## config.mk

```make
export PLATFORM = sky130hd
export DESIGN_NAME = pmc_config_reg
export DESIGN_NICKNAME = d
export VERILOG_FILES = /design/src/pmc_pkg.sv /design/src/pmc_settle_timer.sv /design/src/pmc_config_reg.sv
export VERILOG_INCLUDE_DIRS = /design/src /design/src/src
export SDC_FILE = /design/constraint.sdc
export NUM_CORES = 1
export LEC_CHECK = 0
export ABC_AREA = 0
export BUFFER_PORTS_ARGS = -buffer_cell sky130_fd_sc_hd__buf_2
export CAP_MARGIN = 20
export CORE_MARGIN = 1
export CORE_UTILIZATION = 50
export CTS_CLUSTER_SIZE = 16
export DETAILED_ROUTE_END_ITERATION = 12
export PLACE_DENSITY = 0.77
export SYNTH_ARGS = -nofsm -noshare
export SYNTH_HDL_FRONTEND = slang
export SYNTH_SLANG_ARGS = --single-unit
export TNS_END_PERCENT = 100
```

## constraint.sdc

```tcl
create_clock -name clk -period 1.96 [get_ports clk]
set_input_delay 0.196 -clock clk [delete_from_list [all_inputs] [get_ports clk]]
set_output_delay 0.196 -clock clk [all_outputs]
set_load 0.005 [all_outputs]
```

## src/pmc_defs.svh

```systemverilog
`ifndef PMC_DEFS_SVH
`define PMC_DEFS_SVH
`define PMC_CFG_RESET 16'h0061
`define PMC_CFG_USED_MASK 16'h007f
`define PMC_EN_BIT 6
`define PMC_MODE_HI 5
`define PMC_MODE_LO 4
`define PMC_GAIN_HI 3
`define PMC_GAIN_LO 2
`define PMC_ATTEN_HI 1
`define PMC_ATTEN_LO 0
`define PMC_GC_ENABLE 8'h81
`define PMC_GC_DISABLE 8'h82
`define PMC_SETTLE_US 40
`define PMC_CLK_MHZ 25
`define PMC_SETTLE_CYCLES (`PMC_SETTLE_US * `PMC_CLK_MHZ)
// Product scale factor in thousandths, index {atten, gain}
`define PMC_PSF_A0_G0 16'h0a6b
`define PMC_PSF_A0_G1 16'h42ab
`define PMC_PSF_A0_G2 16'h9c40
`define PMC_PSF_A1_G0 16'h0535
`define PMC_PSF_A1_G1 16'h2155
`define PMC_PSF_A1_G2 16'h4e20
`define PMC_PSF_A2_G0 16'h029b
`define PMC_PSF_A2_G1 16'h10ab
`define PMC_PSF_A2_G2 16'h2710
`define PMC_PSF_UNDEF 16'h0000
`endif

```

## src/pmc_pkg.sv

```systemverilog
package pmc_pkg;
    typedef enum logic [1:0] {
        PMC_OUT_BUS_V,
        PMC_OUT_SHUNT_V,
        PMC_OUT_SUPPLY_P,
        PMC_OUT_LOAD_P
    } pmc_mode_e;
    typedef enum logic [2:0] {
        PMC_W_IDLE,
        PMC_W_HI,
        PMC_W_LO,
        PMC_W_GC,
        PMC_W_SKIP
    } pmc_wphase_e;
endpackage

```

## src/pmc_settle_timer.sv

```systemverilog
`timescale 1ns/100ps
`default_nettype none
`include "pmc_defs.svh"
module pmc_settle_timer
(
    input wire logic clk,
    input wire logic reset,
    input wire logic enabled,
    output logic settled
);
    import pmc_pkg::*;
    localparam logic [9:0] SETTLE_LAST = 10'(`PMC_SETTLE_CYCLES - 1);
    logic [9:0] count;

    // Restart settling whenever the device is disabled
    always_ff @(posedge clk or posedge reset)
    begin
        if (reset)
        begin
            count <= 10'h000;
            settled <= 1'b0;
        end
        else if (!enabled)
        begin
            count <= 10'h000;
            settled <= 1'b0;
        end
        else if (!settled)
        begin
            if (count == SETTLE_LAST)
            begin
                settled <= 1'b1;
            end
            count <= count + 10'h001;
        end
    end
endmodule
`default_nettype wire

```

## src/pmc_config_reg.sv

```systemverilog
`timescale 1ns/100ps
`default_nettype none
`include "pmc_defs.svh"
module pmc_config_reg
(
    input wire logic clk,
    input wire logic reset,
    input wire logic frame_start,
    input wire logic general_call,
    input wire logic wr_byte_valid,
    input wire logic [7:0] wr_byte,
    input wire logic frame_stop,
    input wire logic rd_byte_req,
    output logic [7:0] rd_byte,
    output logic [15:0] monitor_configuration,
    output logic device_enabled,
    output logic output_valid,
    output var pmc_pkg::pmc_mode_e output_select,
    output logic bus_sense_load_side,
    output logic [1:0] shunt_gain_code,
    output logic [1:0] bus_atten_code,
    output logic [15:0] product_scale_factor
);
    import pmc_pkg::*;

    pmc_wphase_e wphase;
    logic [7:0] hi_byte;
    logic rd_lo_next;
    logic settled;
    logic [15:0] next_cfg;
    logic [15:0] next_psf;
    pmc_mode_e next_mode;

    // Next register value from data writes and general calls
    always_comb
    begin
        next_cfg = monitor_configuration;
        if (wr_byte_valid && wphase == PMC_W_LO)
        begin
            next_cfg = {hi_byte, wr_byte} & `PMC_CFG_USED_MASK;
        end
        else if (wr_byte_valid && wphase == PMC_W_GC)
        begin
            if (wr_byte == `PMC_GC_ENABLE)
            begin
                next_cfg[`PMC_EN_BIT] = 1'b1;
            end
            else if (wr_byte == `PMC_GC_DISABLE)
            begin
                next_cfg[`PMC_EN_BIT] = 1'b0;
            end
        end
    end

    assign next_mode = pmc_mode_e'(next_cfg[`PMC_MODE_HI:`PMC_MODE_LO]);

    // Factor used by the analog multiplier in the power modes
    always_comb
    begin
        case ({next_cfg[`PMC_ATTEN_HI:`PMC_ATTEN_LO],
               next_cfg[`PMC_GAIN_HI:`PMC_GAIN_LO]})
            4'h0: next_psf = `PMC_PSF_A0_G0;
            4'h1: next_psf = `PMC_PSF_A0_G1;
            4'h2: next_psf = `PMC_PSF_A0_G2;
            4'h4: next_psf = `PMC_PSF_A1_G0;
            4'h5: next_psf = `PMC_PSF_A1_G1;
            4'h6: next_psf = `PMC_PSF_A1_G2;
            4'h8: next_psf = `PMC_PSF_A2_G0;
            4'h9: next_psf = `PMC_PSF_A2_G1;
            4'ha: next_psf = `PMC_PSF_A2_G2;
            default: next_psf = `PMC_PSF_UNDEF;
        endcase
    end

    // Byte sequencing within a write frame
    always_ff @(posedge clk or posedge reset)
    begin
        if (reset)
        begin
            wphase <= PMC_W_IDLE;
        end
        else if (frame_stop)
        begin
            wphase <= PMC_W_IDLE;
        end
        else if (frame_start)
        begin
            wphase <= general_call ? PMC_W_GC : PMC_W_HI;
        end
        else if (wr_byte_valid)
        begin
            case (wphase)
                PMC_W_HI: wphase <= PMC_W_LO;
                PMC_W_LO: wphase <= PMC_W_SKIP;
                PMC_W_GC: wphase <= PMC_W_SKIP;
                PMC_W_SKIP: wphase <= PMC_W_SKIP;
                default: wphase <= PMC_W_IDLE;
            endcase
        end
    end

    // Most significant byte held until the low byte arrives
    always_ff @(posedge clk or posedge reset)
    begin
        if (reset)
        begin
            hi_byte <= 8'h00;
        end
        else if (wr_byte_valid && wphase == PMC_W_HI)
        begin
            hi_byte <= wr_byte;
        end
    end

    // Register and its decoded controls
    always_ff @(posedge clk or posedge reset)
    begin
        if (reset)
        begin
            monitor_configuration <= `PMC_CFG_RESET;
            device_enabled <= 1'b1;
            output_select <= PMC_OUT_SUPPLY_P;
            bus_sense_load_side <= 1'b0;
            shunt_gain_code <= 2'h0;
            bus_atten_code <= 2'h1;
            product_scale_factor <= `PMC_PSF_A1_G0;
        end
        else
        begin
            monitor_configuration <= next_cfg;
            device_enabled <= next_cfg[`PMC_EN_BIT];
            output_select <= next_mode;
            bus_sense_load_side <= (next_mode == PMC_OUT_LOAD_P);
            shunt_gain_code <= next_cfg[`PMC_GAIN_HI:`PMC_GAIN_LO];
            bus_atten_code <= next_cfg[`PMC_ATTEN_HI:`PMC_ATTEN_LO];
            product_scale_factor <= next_psf;
        end
    end

    // Read data, high byte first
    always_ff @(posedge clk or posedge reset)
    begin
        if (reset)
        begin
            rd_byte <= 8'h00;
            rd_lo_next <= 1'b0;
        end
        else if (frame_start)
        begin
            rd_lo_next <= 1'b0;
        end
        else if (rd_byte_req)
        begin
            rd_byte <= rd_lo_next ? monitor_configuration[7:0]
                                  : monitor_configuration[15:8];
            rd_lo_next <= !rd_lo_next;
        end
    end

    pmc_settle_timer u_settle
    (
        .clk(clk),
        .reset(reset),
        .enabled(device_enabled),
        .settled(settled)
    );

    // Valid output registered from enabled and settled, so it follows them one cycle later
    always_ff @(posedge clk or posedge reset)
    begin
        if (reset)
        begin
            output_valid <= 1'b0;
        end
        else
        begin
            output_valid <= device_enabled && settled;
        end
    end

    // Cycles spent enabled, saturating, for the settling check
    logic [10:0] en_age;

    always_ff @(posedge clk or posedge reset)
    begin
        if (reset)
        begin
            en_age <= 11'h000;
        end
        else if (!device_enabled)
        begin
            en_age <= 11'h000;
        end
        else if (en_age != 11'h7ff)
        begin
            en_age <= en_age + 11'h001;
        end
    end
endmodule
`default_nettype wire

```

**Word level (Yosys, flattened, before mapping)**

Memory sizes are Yosys's and may differ from the RTL's. A register that Yosys moved wholly into a read port is not among the register bits.
Cells that the tools add are included.

- Eq/ne operators: 9
- Mux-type cells: 18
- Bitwise operators: 1
- Reduce and logical (&&, ||, !) cells: 8
- Add/sub/neg operators: 1

Operators by type and width:

| kind | number |
|---|---|
| 10-bit two-way mux | 2 |
| 8-bit == test (second input constant) | 2 |
| 10-bit by 1-bit adder with 10-bit output (second input constant) | 1 |
| 10-bit == test (second input constant) | 1 |
| 1-bit two-way mux | 9 |
| 3-bit two-way mux | 3 |
| 7-bit two-way mux | 1 |
| 3-bit by 2-bit == test with 1-bit output (second input constant) | 2 |
| 6-bit two-way mux | 1 |
| 3-bit one-hot mux with 2 select lines | 1 |
| 3-bit by 1-bit == test with 1-bit output (second input constant) | 1 |
| 3-bit == test (second input constant) | 1 |
| 1-bit logical AND | 3 |
| 3-bit nonzero test | 1 |
| 3-bit OR reduction | 1 |
| 2-bit == test (second input constant) | 1 |
| 2-bit two-way mux | 1 |
| 2-bit != test (second input constant) | 1 |
| 2-bit AND reduction | 1 |
| 2-bit nonzero test | 1 |
| 1-bit logical NOT | 1 |
| 1-bit inverter | 1 |

- Memory bits (read-only): 256
- Memories: 1
- Logic and storage cells: 50
- Register bits after elaboration: 39
- Input port bits: 15
- Output and inout port bits: 49

Memory list:

| name | words | width | read ports | clocked after memory_dff | write ports | line | source |
|---|---|---|---|---|---|---|---|
| (name not given) | 16 | 16 | 1 | 1 | 0 | pmc_config_reg.sv:60 | `` case ({next_cfg[`PMC_ATTEN_HI:`PMC_ATTEN_LO], `` |

**Depth between registers and ports, before layout**

Gate-level depths: netlist (run 1).

- Word-level depth: 6
- Gate-level depth with buffers: 6
- Mapped depth without buffers: 5

**Cells and area by module**

From an unflattened synthesis (run 1), not the netlist that was laid out.

- Cell total of the unflattened synthesis: 230
- Area, all modules: 2352.3 µm²

By module, submodules not included:

| module | times used | seq. area each (µm²) | area an instance (µm²) | cells each |
|---|---|---|---|---|
| pmc_config_reg | 1 | 887.1 | 1775.5 | 173 |
| pmc_settle_timer | 1 | 275.3 | 576.8 | 57 |

**Least setup slack after synthesis (run 1)**

Ideal clock, no wire load.

- Path kind: register -> register
- Start: register wphase[0]
- End: register output_select[0]
- Clock period less this slack: 1513 ps
- Setup slack: 447 ps
- Path buffers: 2
- Data arrival time: 1388 ps
- Stages on the path, launching flop included: 5
- Data required time: 1835 ps
- Cells stage by stage: dfrtp_1 -> and4bb_4 -> buf_6 -> buf_6 -> mux2_2

- Longest elaborated chain between the ends: 3

RTL lines:

| element | line | source |
|---|---|---|
| start: declaration | pmc_config_reg.sv:26 | `pmc_wphase_e wphase;` |
| start signal: assignment | pmc_config_reg.sv:88 | `wphase <= general_call ? PMC_W_GC : PMC_W_HI;` |
| 3-bit by 2-bit == test with 1-bit output | pmc_config_reg.sv:38 | `if (wr_byte_valid && wphase == PMC_W_LO)` |
| 1-bit logical AND | pmc_config_reg.sv:38 |  |
| 6-bit two-way mux | pmc_config_reg.sv:38 |  |
| via next_cfg[4] | pmc_config_reg.sv:30 | `logic [15:0] next_cfg;` |
| end signal: assignment | pmc_config_reg.sv:132 | `output_select <= next_mode;` |
| end: declaration | pmc_config_reg.sv:18 | `output var pmc_pkg::pmc_mode_e output_select,` |

The timed path passes the listed nets, and every way through them passes these cells.
A chain may end at the register's enable or synchronous reset.

**Worst setup path in the final report (run 1)**

- Start: register wphase[0]
- End: register product_scale_factor[6]

- Longest elaborated chain between the ends: 3

RTL lines:

| element | line | source |
|---|---|---|
| 3-bit by 2-bit == test with 1-bit output | pmc_config_reg.sv:38 |  |
| 1-bit logical AND | pmc_config_reg.sv:38 |  |
| 6-bit two-way mux | pmc_config_reg.sv:38 |  |
| via next_cfg[1] | pmc_config_reg.sv:30 |  |
| end: declaration | pmc_config_reg.sv:22 | `output logic [15:0] product_scale_factor` |

The timed path passes the listed nets, and every way through them passes these cells.

==> out/results.tsv, run 1 <==
metric	value	unit
status	completed	
reg2reg_setup_slack	0.32	ns
start_util	0.522	
hold_viol	0	
finClkSkew	0.00902	ns
crit_chain	and4bb_4 > mux2i_4 > inv_2 > nor4_2	
dpl.hpwl	3040	µm
num_vias	1667	
dr.pass1.iters	4	
setup_viol	0	
drt_iter0_markers	99	
grt_pass1_vias	1582	
fp-row-count	24	
synth_flop_cell	dfrtp_1	
ys_warn_count	0	
worst_setup_path_end_kind	register	
worst_pin_slew	0.567	ns
synth_edf_count	0	
grt_use_total	0.193	
clock_path_buffers	2	
path_clk_slew	0.09	ns
dieWidth	69.7	µm
critPathBufInv	1	
leakagePower	1.26	nW
placement.io_buffers	53	
cts_buffers	5	
syn_avg_cell_area	10.4	µm²
slowest_stage	and4bb_4	
ys_seq_elements	46	
netlist_area	2290	µm²
synth.yosys.seq_area_share	0.508	
clock_latency	0.30	ns
nNetsFinal	283	
critPathMaxFanout	8	
hold_buffers	0	
preCtsSetupSlack	0.334	ns
syn_inst	220	
rr_endpoint	product_scale_factor[6]	
num_io_pins	64	
path_class	reg2reg	
post-cts-setup-buffers	0	
clockRootBuffer	clkbuf_8	
relSlewSlack	0.622	
fill_cells	385	
drive_gt1_frac	0.321	
drc	0	
via_per_inst	5.21	
htree_levels	2	
die_h	69.7	µm
crit_family	simple AND/OR/NAND/NOR gates	
synthDistinctLibCells	45	
max_stage_delay	0.47	ns
crit_required	2.17	ns
cts.sinks	46	
finalPower	2.73	mW
gp_congestion	0.852	
grt_pass1_wl	7360	µm
cellPowerDensity	1040	nW/µm²
antenna_found_initial	0	
core_area	4380	µm²
r2r_start	wphase[0]	
grt_max_degree	47	
cp-startpoint	wphase[0]	
postRouteAntennaNets	0	
setup_tns	0	ns
finalWirelength	4360	µm
hold_slack	0.0145	ns
slew_violations	0	
async_flop_share	1.00	
post-route-period-util	0.836	
rsz0062_at_grt	false	
antennaDiodeCount	0	
cts_tree	done	
die-area	4850	µm²
ff2ff_path_depth	4	
hold_class	in2async	
fmax	610	MHz
post_cts.resized_instances	0	
worstPathArrival	1.85	ns
fin_ws	0.322	ns
maxCapViolations	0	
syn_to_final_growth	14.1	%
wl_per_cell	13.6	µm
vdd_drop_max	524	µV
finalCriticalPeriod	1.64	ns
grt_overflow_total	0	
startpoint_type	register	
through the flow:
stage / cell area (µm²) / util / instances
global route: 2610 / 0.595 / 320
CTS: 2610 / 0.595 / 320
floorplan: 2320 / - / 229
global placement: 2490 / 0.569 / 312
detailed placement: 2490 / 0.569 / 312
finish: 2610 / 0.595 / 320
kinds of logic after synthesis:
group / share of synthesized area
AO/OA/AOI/OAI: 0.0673
flip-flops: 0.508
other: 0.00164
XOR/XNOR: 0.0344
multiplexers: 0.0629
buffers and inverters: 0.0875
AND/OR/NAND/NOR: 0.233
adder cells (fa/ha/maj): 0.00547
layout by cell type, fill, tap and decap left out, types with 6 or more instances in the layout:
master and n:
buf_2 53, nor2b_1 6, xnor2_1 7, nand2b_1 6, dfstp_2 9, dfrtp_1 37
nor2_1 12, o21ai_0 15, nand3b_1 6, and2_1 10, conb_1 10, clkbuf_8 6
nand2_1 26
synth_stat cells, drive strengths merged (4+ instances only):
cell type  count  area, µm²
nand2b         6       37.5
nand3b         6       45.0
nor2          12       45.0
o21ai         16       83.8
buf           20        158
nor4           4       31.3
clkbuf         4       16.3
nor3           5       25.0
dfrtp         37        926
mux2           4       45.0
a21oi          5       25.0
inv            7       26.3
mux2i          7       98.8
and2          10       62.6
xnor2          7       61.3
nand2         27        104
nand4          4       25.0
dfstp          9        236
nor2b          6       37.5
worst register-to-register path, stage by stage (launching register included):
cell      delay, ns
dfrtp_1        0.41
and4bb_4       0.47
mux2i_4        0.34
inv_2          0.08
nor4_2         0.25
power breakdown:
part           switching [mW]  leakage, nW  internal [mW]
Clock                   0.312       0.0585          0.416
Sequential              0.173        0.587           1.17
Combinational           0.329        0.612          0.323
worst max path at each step:
stage | endpoint | depth (start not counted)
after global routing | product_scale_factor[9] | 5
after floorplan | output_select[0] | 4
after global placement | product_scale_factor[9] | 4
final | product_scale_factor[6] | 4
after CTS | product_scale_factor[6] | 4
after detailed placement | product_scale_factor[9] | 4
layout make-up:
cell class / count / area (µm²) / share of cell area
multi-input cells: 152 / 960 / 0.368
flip-flops and latches: 46 / 1160 / 0.445
inverters: 7 / 26.3 / 0.0101
repair buffers: 55 / 280 / 0.107
clock inverters: 1 / 30.0 / 0.0115
well taps: 52 / 65.1 / 0.0249
clock buffers: 7 / 86.3 / 0.0331
per-layer routing:
metal,track usage,part of all wire
met1,0.270,0.46
met2,0.291,0.48
met3,0.0378,0.048
met4,0.0867,0.012
met5,0,0
registers in the layout, summed over array words and instances (netlist names):
signal                 count
bus_atten_code             1
bus_sense_load_side        1
monitor_configuration      4
output_select              1
output_valid               1
product_scale_factor      15
rd_byte                    7
rd_lo_next                 1
shunt_gain_code            1
u_settle.count            10
u_settle.settled           1
wphase                     3
Note: power is estimated with default switching activity, not from simulation.
==> run 2, diff against run 1 <==
- clock period: 1.96 -> 1.7 ns (I/O delays scaled with it)
==> run 2 against run 1 <==
  * Power rose by 15%
  * Via count rose by 1.2%
  * First-iteration DRC count decreased by 34%
  * Largest cell class unchanged
  * Sequential share of layout area is 0.46 points lower
  * Cell count increased by 1.3%
  * Sequential power is 14% higher
  * Hold slack worse by 0.024 ns
  * Critical path type unchanged
  * The flow now finishes with violations (hold timing)
==> out/results.tsv, run 2 (same netlist as run 1, synthesis figures left out) <==
metric	value	unit	change
die_h	69.7	µm	unchanged
core_area	4380	µm²	unchanged
cts_tree	done		
regArea	1160	µm²	unchanged
violations	hold timing		
hold_class	in2async		
hold_viol	8		+8
syn_to_final_growth	15.3	%	
grt_pass1_wl	7220	µm	-1.9%
antennaDiodeCount	0		unchanged
drive_gt1_frac	0.331		+0.00999
dpl.hpwl	3140	µm	+3.4%
cts.sinks	46		unchanged
final_cell_area	2640	µm²	+1.1%
hold_slack	-0.00966	ns	-0.0241 ns
worstPathArrival	1.81	ns	-0.04 ns
worst_pin_slew	0.570	ns	+0.00307 ns
slew_violations	0		unchanged
setup_tns	0	ns	unchanged
finClkSkew	0.0100	ns	+0.000999 ns
wl_per_cell	13.4	µm	-1.4%
fp-row-count	24		unchanged
dr.pass1.iters	4		unchanged
regMostFlops	product_scale_factor		
reg.largest.list	product_scale_factor x15, u_settle.count x10, rd_byte x7		
num_io_pins	64		unchanged
vdd_drop_max	647	µV	+23%
grt_use_total	0.188		-0.00444
cts_buffers	5		unchanged
htree_levels	2		unchanged
relSlewSlack	0.620		-0.00205
rsz0062_at_grt	false		
status	finished with violations		
path_class	reg2reg		
gp_congestion	0.835		-1.9%
worst_setup_path_end_kind	register		
largest_reg_flops	15		unchanged
clockRootBuffer	clkbuf_8		
preCtsSetupSlack	0.103	ns	-0.231 ns
fin_ws	0.119	ns	-0.203 ns
multiInputGateArea	963	µm²	+0.39%
maxCapViolations	0		unchanged
crit_required	1.93	ns	-0.24 ns
final_common_cell	buf_2		
dieWidth	69.7	µm	unchanged
clock_latency	0.29	ns	about the same
antenna_found_initial	0		unchanged
grt_overflow_total	0		unchanged
post-route-period-util	0.930		+0.0943
finalWirelength	4360	µm	-0.18%
fmax	632	MHz	+3.6%
drc	0		unchanged
path_clk_slew	0.09	ns	about the same
fill_cells	379		-1.6%
via_per_inst	5.21		about the same
layout_common_cells	53 x buf_2, 37 x dfrtp_1, 26 x nand2_1		
start_util	0.522		unchanged
die-area	4850	µm²	unchanged
finalCriticalPeriod	1.58	ns	-0.0571 ns
setup_viol	0		unchanged
drt_iter0_markers	65		-34%
grt_max_degree	47		unchanged
critPathMaxFanout	10		+2
place_area	2520	µm²	+0.90%
place_inst	315		+0.96%
cellPowerDensity	1190	nW/µm²	+14%
leakagePower	1.27	nW	+1.3%
placement.io_buffers	53		unchanged
startpoint_type	register		
clock_path_buffers	2		unchanged
nNetsFinal	287		+1.4%
fin_cells	324		+1.3%
postRouteAntennaNets	0		unchanged
num_vias	1687		+1.2%
grt_pass1_vias	1563		-1.2%
[run 2: cell count changes in the layout (fill, tap and decap cells not counted), sizes merged]
cell      delta
buf          +4
clkbuf       -1
clkinvlp     +1
[run 2: cell type report]
cell class / count / share of cell area
Sequential cell: 46 / 0.441
Multi-Input combinational cell: 152 / 0.365
Timing Repair Buffer: 59 / 0.118
Clock buffer: 6 / 0.0275
Tap cell: 52 / 0.0247
Clock inverter: 2 / 0.0142
Inverter: 7 / 0.00996
[run 2: per-stage QoR]
| step | power (mW) | util | hold slack, ns |
|---|---|---|---|
| 2_1_floorplan | 2.04 | - | 0.236 |
| 3_3_place_gp | 2.33 | 0.574 | 0.337 |
| 3_5_place_dp | 2.35 | 0.574 | 0.341 |
| 4_1_cts | 3.15 | 0.599 | 0.0192 |
| 5_1_grt | 3.32 | 0.602 | 0.0427 |
| 6_report | 3.13 | 0.602 | -0.00966 |
[run 2: path summary, 6_finish.rpt]
path                            start                 endpoint  slack [ns]  depth (start not counted)
min in group clk           frame_stop                wphase[1]        0.05                          2
hold reg to reg            rd_byte[6]               rd_byte[6]        0.48                          2
setup reg to reg            wphase[2]  product_scale_factor[9]        0.12                          5
setup / recovery            wphase[2]  product_scale_factor[9]        0.12                          5
max in group asynchronous       reset  product_scale_factor[0]        1.30                          3
hold / removal                  reset               rd_byte[0]       -0.01                          3
[run 2: power breakdown]
part | total (mW) | leakage, nW | internal [mW] | switching (mW)
registers | 1.54 | 0.587 | 1.35 | 0.183
logic | 0.802 | 0.635 | 0.397 | 0.405
clock network | 0.794 | 0.0514 | 0.439 | 0.355
[run 2: critical path: stages, from the launching register on]
cell and delay, ns:
dfrtp_1 0.40, and4bb_4 0.46, buf_4 0.20, mux2i_1 0.26
o21ai_0 0.13, nand2_1 0.08
[run 2: what timing repair did]
item | 4_1_cts | 5_1_grt
gates resized for setup | 0 | 1
hold buffers | 0 | 0
hold endpoints to repair | 0 | 0
endpoints found under the setup margin | 0 | 1
setup buffers | 0 | 1
[run 2: metal layers]
| metal | wire length [µm] | global-route usage |
|---|---|---|
| met3 | 236 | 0.0523 |
| met1 | 1960 | 0.253 |
| met4 | 33 | 0.0533 |
| met5 | 0 | 0 |
| met2 | 2130 | 0.300 |
